[src/logic/sas_defs.svh]
// constants for the eight-stage shift-and-store register
// assumes inclusion by bare name from logic/
`ifndef SAS_DEFS_SVH
`define SAS_DEFS_SVH

`define SAS_STAGES      8
`define SAS_STAGE_RST   8'h00
`define SAS_SEVENTH_IDX 6
`define SAS_LAST_IDX    7

`endif

[src/logic/sas_pkg.sv]
// types shared by the shift-and-store register
// assumes sas_defs.svh is on the include path
`include "sas_defs.svh"

package sas_pkg;

  typedef logic [`SAS_STAGES-1:0] stage_t;

endpackage

[src/logic/clock_edge_detect.sv]
// edge detector for a slow clock sampled as an ordinary input
// assumes level_i is synchronous to clock_i
`timescale 1ns/1ps

module clock_edge_detect
(
  input  wire logic clock_i,
  input  wire logic nrst_i,
  input  wire logic level_i,
  output logic      rise_o,
  output logic      fall_o
);

  logic prev_reg;

  always_ff @(posedge clock_i or negedge nrst_i)
  begin
    if (!nrst_i)
    begin
      prev_reg <= 1'b0;
    end
    else
    begin
      prev_reg <= level_i;
    end
  end

  assign rise_o = level_i & ~prev_reg;
  assign fall_o = ~level_i & prev_reg;

endmodule // clock_edge_detect

[src/logic/shift_and_store_register8.sv]
// eight-stage serial shift register with storage latches, three-state
// parallel outputs and two cascade outputs
// assumes all inputs synchronous to clock_i; shift_clock_i is sampled
// Operation
// eight stages shift serial input in on each rising shift clock edge.
// latches follow their stages while latch transfer high, hold when low.
// parallel outputs drive latches when enabled, float when disabled.
// enabled, transfer low: rising edges leave parallel outputs unchanged.
// enabled, transfer high: rising edge shifts serial input onto outputs.
// rising edge moves seventh stage to eighth and rise serial output.
// falling edge copies last stage to fall serial output only.
// serial outputs update regardless of enable and never float.
// cascade via rise output for fast clocks, fall output for slow.
// no functional reset; contents meaningless until eight bits loaded.
`timescale 1ns/1ps
`include "sas_defs.svh"

module shift_and_store_register8
(
  input  wire logic             clock_i,
  input  wire logic             nrst_i,
  input  wire logic             serial_in_i,
  input  wire logic             shift_clock_i,
  input  wire logic             latch_transfer_i,
  input  wire logic             output_enable_i,
  output sas_pkg::stage_t       parallel_out_o,
  output sas_pkg::stage_t       parallel_oe_o,
  output logic                  serial_out_rise_o,
  output logic                  serial_out_fall_o
);

  // ---------------------------------------------------------------
  // shift clock edges
  // ---------------------------------------------------------------
  logic            rise;
  logic            fall;
  sas_pkg::stage_t stage_reg;
  sas_pkg::stage_t stage_next;
  sas_pkg::stage_t latch_reg;
  logic            rise_out_reg;
  logic            fall_out_reg;

  clock_edge_detect u_clock_edge_detect
  (
    .clock_i (clock_i),
    .nrst_i  (nrst_i),
    .level_i (shift_clock_i),
    .rise_o  (rise),
    .fall_o  (fall)
  );

  // ---------------------------------------------------------------
  // shift chain
  // ---------------------------------------------------------------
  // one shift step: the new bit enters the first stage
  function automatic sas_pkg::stage_t shift_in(input sas_pkg::stage_t s,
                                               input logic            d);
    return {s[`SAS_STAGES-2:0], d};
  endfunction

  assign stage_next = rise ? shift_in(stage_reg, serial_in_i)
                           : stage_reg;

  // reset value only gives simulation a known start

  always_ff @(posedge clock_i or negedge nrst_i)
  begin
    if (!nrst_i)
    begin
      stage_reg <= `SAS_STAGE_RST;
    end
    else
    begin
      stage_reg <= stage_next;
    end
  end

  // ---------------------------------------------------------------
  // storage latches
  // ---------------------------------------------------------------
  // transparent: takes the post-shift value in the same cycle
  always_ff @(posedge clock_i or negedge nrst_i)
  begin
    if (!nrst_i)
    begin
      latch_reg <= `SAS_STAGE_RST;
    end
    else if (latch_transfer_i)
    begin
      latch_reg <= stage_next;
    end
  end

  assign parallel_out_o = latch_reg;
  assign parallel_oe_o  = {`SAS_STAGES{output_enable_i}};

  // ---------------------------------------------------------------
  // cascade outputs
  // ---------------------------------------------------------------
  always_ff @(posedge clock_i or negedge nrst_i)
  begin
    if (!nrst_i)
    begin
      rise_out_reg <= 1'b0;
    end
    else if (rise)
    begin
      rise_out_reg <= stage_reg[`SAS_SEVENTH_IDX];
    end
  end

  always_ff @(posedge clock_i or negedge nrst_i)
  begin
    if (!nrst_i)
    begin
      fall_out_reg <= 1'b0;
    end
    else if (fall)
    begin
      fall_out_reg <= stage_reg[`SAS_LAST_IDX];
    end
  end

  assign serial_out_rise_o = rise_out_reg;
  assign serial_out_fall_o = fall_out_reg;

  // ---------------------------------------------------------------
  // checks
  // ---------------------------------------------------------------
  AST_SHIFT: assert property (
    @(posedge clock_i) disable iff (!nrst_i)
    rise |=> stage_reg == shift_in($past(stage_reg), $past(serial_in_i)))
    else $error("shift chain did not advance on rising edge");

  AST_LATCH_FOLLOW: assert property (
    @(posedge clock_i) disable iff (!nrst_i)
    latch_transfer_i |=> latch_reg == stage_reg)
    else $error("latch did not follow stage while transparent");

  AST_LATCH_HOLD: assert property (
    @(posedge clock_i) disable iff (!nrst_i)
    !latch_transfer_i ##1 !latch_transfer_i [*2] |-> $stable(latch_reg))
    else $error("latch changed while transfer low");

  AST_DRIVE: assert property (
    @(posedge clock_i) disable iff (!nrst_i)
    (parallel_oe_o == 8'h00) == !output_enable_i)
    else $error("parallel drive does not match enable");

  AST_NO_TRANSFER: assert property (
    @(posedge clock_i) disable iff (!nrst_i)
    output_enable_i && !latch_transfer_i && rise |=> $stable(parallel_out_o))
    else $error("parallel outputs moved without transfer");

  AST_PAR_SHIFT: assert property (
    @(posedge clock_i) disable iff (!nrst_i)
    output_enable_i && latch_transfer_i && rise |=>
      parallel_out_o == {$past(stage_reg[6:0]), $past(serial_in_i)})
    else $error("parallel outputs did not shift");

  AST_RISE_OUT: assert property (
    @(posedge clock_i) disable iff (!nrst_i)
    rise |=> serial_out_rise_o == stage_reg[7] &&
             serial_out_rise_o == $past(stage_reg[6]))
    else $error("rise output not seventh stage value");

  AST_RISE_ONLY: assert property (
    @(posedge clock_i) disable iff (!nrst_i)
    !rise |=> $stable(serial_out_rise_o))
    else $error("rise output changed without rising edge");

  AST_FALL_OUT: assert property (
    @(posedge clock_i) disable iff (!nrst_i)
    fall |=> serial_out_fall_o == $past(stage_reg[7]) &&
             $stable(stage_reg) && $stable(serial_out_rise_o))
    else $error("falling edge handling wrong");

  AST_SERIAL_DISABLED: assert property (
    @(posedge clock_i) disable iff (!nrst_i)
    !output_enable_i && fall |=> serial_out_fall_o == $past(stage_reg[7]))
    else $error("fall output stalled while disabled");

  AST_STAGE_HOLD: assert property (
    @(posedge clock_i) disable iff (!nrst_i)
    !rise |=> $stable(stage_reg))
    else $error("shift chain moved without rising edge");

  AST_LATCH_LOAD: assert property (
    @(posedge clock_i) disable iff (!nrst_i)
    latch_transfer_i && rise |=>
      latch_reg == shift_in($past(stage_reg), $past(serial_in_i)))
    else $error("open latch missed the shifted value");

  AST_DRIVE_ALL: assert property (
    @(posedge clock_i) disable iff (!nrst_i)
    output_enable_i |-> parallel_oe_o == 8'hff)
    else $error("parallel drive incomplete while enabled");

  AST_LATCH_DISABLED: assert property (
    @(posedge clock_i) disable iff (!nrst_i)
    !output_enable_i && latch_transfer_i |=> parallel_out_o == stage_reg)
    else $error("latch stopped loading while outputs float");

  AST_IDLE_HOLD: assert property (
    @(posedge clock_i) disable iff (!nrst_i)
    !rise && !latch_transfer_i |=> $stable(parallel_out_o))
    else $error("parallel outputs moved while idle");

  AST_RISE_TRACKS: assert property (
    @(posedge clock_i) disable iff (!nrst_i)
    serial_out_rise_o == stage_reg[7])
    else $error("rise output differs from eighth stage");

  AST_FALL_ONLY: assert property (
    @(posedge clock_i) disable iff (!nrst_i)
    !fall |=> $stable(serial_out_fall_o))
    else $error("fall output changed without falling edge");

  AST_FALL_PAR: assert property (
    @(posedge clock_i) disable iff (!nrst_i)
    fall && !latch_transfer_i |=> $stable(parallel_out_o))
    else $error("parallel outputs moved on falling edge");

  AST_FALL_STAGE_HOLD: assert property (
    @(posedge clock_i) disable iff (!nrst_i)
    fall |=> $stable(stage_reg))
    else $error("shift chain moved on falling edge");

  AST_RISE_DISABLED: assert property (
    @(posedge clock_i) disable iff (!nrst_i)
    !output_enable_i && rise |=> serial_out_rise_o == $past(stage_reg[6]))
    else $error("rise output stalled while disabled");

endmodule // shift_and_store_register8

[config.mk]
export PLATFORM = sky130hd
export DESIGN_NAME = shift_and_store_register8
export DESIGN_NICKNAME = d
export VERILOG_FILES = /design/src/logic/sas_pkg.sv /design/src/logic/clock_edge_detect.sv /design/src/logic/shift_and_store_register8.sv
export VERILOG_INCLUDE_DIRS = /design/src /design/src/logic
export SDC_FILE = /design/constraint.sdc
export NUM_CORES = 1
export LEC_CHECK = 0
export ABC_AREA = 1
export BUFFER_PORTS_ARGS = -buffer_cell sky130_fd_sc_hd__buf_4
export CAP_MARGIN = 20
export CELL_PAD_IN_SITES_DETAIL_PLACEMENT = 1
export CELL_PAD_IN_SITES_GLOBAL_PLACEMENT = 1
export CORE_MARGIN = 1
export CORE_UTILIZATION = 35
export CTS_CLUSTER_SIZE = 28
export DETAILED_ROUTE_END_ITERATION = 7
export PLACE_DENSITY = 0.81
export SYNTH_ARGS = -nofsm -noshare
export SYNTH_HDL_FRONTEND = slang
export SYNTH_SLANG_ARGS = --single-unit
export TNS_END_PERCENT = 20
[constraint.sdc]
create_clock -name clock_i -period 1.5 [get_ports clock_i]
set_input_delay 0.225 -clock clock_i [delete_from_list [all_inputs] [get_ports clock_i]]
set_output_delay 0.225 -clock clock_i [all_outputs]
set_load 0.01 [all_outputs]
# Word level (Yosys, flattened, before mapping)
# Index checks and enable logic that the tools add are counted.
# Widths: inputs -> output; s select.
dict set report op_classes {
  n_addsub 0
  n_mul 0
  div_mod_pow 0
  n_lt_le_gt_ge 0
  n_eq_ne 0
  shift 0
  mux 1
  bitwise_logic 4
  n_reduce_logical 0
}
# operator count
set op_table {}
lappend op_table {{$mux 8} 1}
lappend op_table {{$and 1x1->1} 2}
lappend op_table {{$not 1->1} 2}
dict set report totals {
  register_bits 19
  latchBits 0
  ramBits 0
  mem_bits_ro 0
  output_inout_bits 18
  wordCells 10
  n_memories 0
}

# Depth between registers and ports, before layout
dict set report depth {
  ltp_word 3
  mapped_depth 6
}

# Cells and area by module
# Synthesis repeated with hierarchy kept, for this count alone.
dict set report unflattened {
  cells_unflattened 96
  hier_area_um2 879.6
}
# mod instances cells_per_inst area_per_inst_um2 seq_area_each_um2
set modules_own_cells {}
lappend modules_own_cells {shift_and_store_register8 1 91 839.6 450.4}
lappend modules_own_cells {clock_edge_detect 1 5 40.0 25.0}

# Least setup slack after synthesis
# OpenSTA, ideal clock, no wires.
dict set report synth_path {
  path_type {reg-to-reg}
  start {register u_clock_edge_detect.prev_reg}
  end {register stage_reg[0]}
  setup_ps 119
  arrival_time_ps 787
  setup_slack_ps 593
  stages_incl_launch_ff 5
  synth_period_minus_slack_ps 907
  cell_sequence {dfrtp_1 -> inv_1 -> buf_6 -> nand3_1 -> and2_1}
}
dict set report synth_between {
  elab_chain_len 3
}
# element line
set synth_rtl {}
lappend synth_rtl {{start, declared} clock_edge_detect.sv:14} ;# logic prev_reg;
lappend synth_rtl {{start signal, assigned} clock_edge_detect.sv:24} ;# prev_reg <= level_i;
lappend synth_rtl {{$not 1->1} clock_edge_detect.sv:28} ;# assign rise_o = level_i & ~prev_reg;
lappend synth_rtl {{$and 1x1->1} clock_edge_detect.sv:28}
lappend synth_rtl {{$mux 8} shift_and_store_register8.sv:61} ;# assign stage_next = rise ? shift_in(stage_reg, serial_in_i)
lappend synth_rtl {{net stage_next[0]} shift_and_store_register8.sv:38} ;# sas_pkg::stage_t stage_next;
lappend synth_rtl {{end signal, assigned} shift_and_store_register8.sv:70} ;# stage_reg <= `SAS_STAGE_RST;
lappend synth_rtl {{end signal, assigned} shift_and_store_register8.sv:74} ;# stage_reg <= stage_next;
lappend synth_rtl {{end, declared} shift_and_store_register8.sv:37} ;# sas_pkg::stage_t stage_reg;
# The timed path passes the listed nets, and every way through them passes these cells.
# A chain may end at the register's enable or synchronous reset.

# Final worst setup path
# Ends and elaborated chain as after synthesis.

==> results.sh <==
export IMPL_status="finished, final reports clean"
export IMPL_seq_area_frac_synth_pct=54.4
export IMPL_place_congestion=0.746
export IMPL_via_count=607
export IMPL_slew_headroom_pct=81.6
export IMPL_path_clk_slew_ns=0.11
export IMPL_period_minus_slack_ns=1.16
export IMPL_required_ns=1.70
export IMPL_sw_frac_of_total_pct=29.6
export IMPL_power_frac_comb_pct=22.7
export IMPL_hold_path_depth=1
export IMPL_max_stage_delay_ns=0.37
export IMPL_rr_endpoint="stage_reg[0]"
export IMPL_maxCapViolations=0
export IMPL_p_per_area_nw_per_um2=1210
export IMPL_coreArea_um2=2280
export IMPL_wirelength_um=1610
export IMPL_first_global_vias=601
export IMPL_endpoint_kind="register"
export IMPL_finalPower_w=0.00116
export IMPL_worst_slew_pin_slew_ns=0.276
export IMPL_drc=0
export IMPL_clock_skew_ns=0.00151
export IMPL_ys_types=12
export IMPL_dieWidth_um=52.0
export IMPL_cts_setup_buffers=0
export IMPL_worstPathArrival_ns=1.36
export IMPL_peakVddDrop_uv=465
export IMPL_drive_gt1_share_pct=21.2
export IMPL_internal_power_w=0.000819
export IMPL_worstHoldEndpoint="u_clock_edge_detect.prev_reg"
export IMPL_grt_antenna_before_repair=0
export IMPL_cts_buffer_depth=2
export IMPL_drv_slew=0
export IMPL_met3_usage_pct=2.34
export IMPL_fp_dieArea_um2=2700
export IMPL_r2r_cells=4
export IMPL_synth_area_um2=873
export IMPL_root_buffer="clkbuf_4"
export IMPL_fin_crit_sh_pct=77.3
export IMPL_wire_per_inst_um=12.2
export IMPL_syn_to_final_growth_pct=10.3
export IMPL_max_freq_mhz=863
export IMPL_ios=24
export IMPL_grt_max_degree=20
export IMPL_worstSetupPathType="reg2reg"
export IMPL_port_buffers=14
export IMPL_gr_usage_met1_pct=19.1
export IMPL_clkLatencyLatePin_ns=0.30
export IMPL_hpwl_um=1150
export IMPL_cts_htree_levels=1
export IMPL_p_switching_w=0.000345
export IMPL_rsz0062_at_grt="false"
export IMPL_seq_power_share_pct=54.3
export IMPL_yosysTopAreaCell="dfrtp_1"
export IMPL_setup_viol=0
export IMPL_cts_buffers=3
export IMPL_cp_start_kind="register"
export IMPL_grtUsageTotal_pct=14.1
export IMPL_initial_utilization_pct=38.4
export IMPL_grt_busiest_layer="met2"
export IMPL_hold_path_class="in2reg"
export IMPL_leakage_nw=0.501
export IMPL_viasPerCell=4.60
export IMPL_synthCells=95
export IMPL_ys_seq_elements=19
export IMPL_min_from="shift_clock_i"
export IMPL_final_nets=111
export IMPL_synth_top_area_share_pct=54.4
export IMPL_drt_iter0_drc=7
export IMPL_use_met2_pct=20.3
export IMPL_yosys_top_cells_area="dfrtp_1 (54%), nand2_1 (12%), nand3_1 (7.4%)"
export IMPL_yosys_warnings=0
export IMPL_worst_r2r_setup_slack_ns=0.34
export IMPL_regToRegStartpoint="u_clock_edge_detect.prev_reg"
export IMPL_critical_path_top_delay_family="buffers and inverters"
export IMPL_firstDrtPassIters=3
export IMPL_ant_nets=0
export IMPL_syn_avg_cell_area_um2=9.19
export IMPL_grt_overflow=0
export IMPL_pwr_share_clk_pct=23.0
export IMPL_row_count=17
export IMPL_synth_nets=101
export IMPL_crit_chain="inv_1 > buf_4 > nand3_1 > and2_1"
export IMPL_crit_fanout=7
export IMPL_cts_tree="done"
export IMPL_slowest_stage="dfrtp_1"
export IMPL_tns_ns=0
export IMPL_hold_viol_final=0
export IMPL_path_buf_inv=2
export IMPL_die_y_um=52.0
export IMPL_grt_pass1_wl_um=2730
export IMPL_cts_sinks=19
export IMPL_hold_buffers=1
export IMPL_n_antenna_cell=0
export IMPL_cts_repair_resized=0
==> power by group through the flow <==
| stage | Clock [W] | Combinational, W | Sequential (W) |
|---|---|---|---|
| 6_report | 0.000268 | 0.000264 | 0.000632 |
| 5_1_grt | 0.000296 | 0.000301 | 0.000644 |
| 4_1_cts | 0.000275 | 0.000269 | 0.000634 |
| 3_5_place_dp | 0 | 0.000266 | 0.000644 |
| 3_3_place_gp | 0 | 0.000257 | 0.000641 |
| 2_1_floorplan | 0 | 0.000157 | 0.000660 |
==> kinds of logic after synthesis <==
| kind of cell | Yosys count | share of synthesized area, % |
|---|---|---|
| AO/OA/AOI/OAI | 1 | 0.573 |
| AND/OR/NAND/NOR | 54 | 29.9 |
| buffers and inverters | 21 | 15.0 |
| flip-flops | 19 | 54.4 |
==> area by class of cell <==
| class | instances | area (um^2) |
|---|---|---|
| sequential | 19 | 475 |
| inverter | 10 | 37.5 |
| fill | 276 | 1310 |
| multi-input combinational | 55 | 267 |
| clock buffer | 4 | 26.3 |
| timing repair buffer | 16 | 123 |
| tap | 28 | 35.0 |
==> cell usage in the layout (no fill, tap or decap) <==
cell,netlist,routed
inv_1,10,10
clkbuf_4,0,3
clkbuf_1,0,1
nand3_4,1,1
o21ai_0,1,1
nand3_1,13,13
and2_1,7,7
nor2_1,1,1
nand3_2,1,1
dfrtp_1,19,19
dlygate4sd3_1,0,1
nand2_1,29,29
nand2_2,2,2
buf_4,8,15
==> worst max-delay path by stage <==
| stage | startpoint | slack [ns] | cells past startpoint | end |
|---|---|---|---|---|
| detailed placement | u_clock_edge_detect.prev_reg | 0.35 | 6 | parallel_out_o[7] |
| finish | u_clock_edge_detect.prev_reg | 0.34 | 4 | stage_reg[0] |
| floorplan | u_clock_edge_detect.prev_reg | 0.59 | 4 | stage_reg[0] |
| global placement | u_clock_edge_detect.prev_reg | 0.40 | 6 | parallel_out_o[7] |
| CTS | u_clock_edge_detect.prev_reg | 0.34 | 4 | stage_reg[0] |
| global route | u_clock_edge_detect.prev_reg | 0.22 | 6 | parallel_out_o[7] |
==> through the flow <==
stage | util, % | hold slack [ns] | worst slack [ns] | std cells | area (um^2)
2_1_floorplan | - | -0.0706 | 0.593 | 95 | 873
3_3_place_gp | 40.7 | 0.108 | 0.403 | 127 | 927
3_5_place_dp | 40.7 | 0.114 | 0.353 | 127 | 927
4_1_cts | 42.3 | 0.126 | 0.340 | 132 | 963
5_1_grt | 42.3 | 0.120 | 0.220 | 132 | 963
6_report | 42.3 | 0.134 | 0.341 | 132 | 963
==> synth_stat cells <==
| library cell | count |
|---|---|
| nand3_2 | 1 |
| nor2_1 | 1 |
| dfrtp_1 | 19 |
| and2_1 | 7 |
| buf_4 | 8 |
| buf_6 | 3 |
| nand2_2 | 2 |
| inv_1 | 10 |
| nand3_1 | 13 |
| o21ai_0 | 1 |
| nand2_1 | 29 |
| nand3_4 | 1 |
==> routing by layer <==
metal  part of all wire (%)  wire [um]
met1                     48        771
met2                     46        740
met3                    2.7         43
met4                    3.1         50
met5                      0          0
No activity file was read; power rests on OpenSTA's default activity.
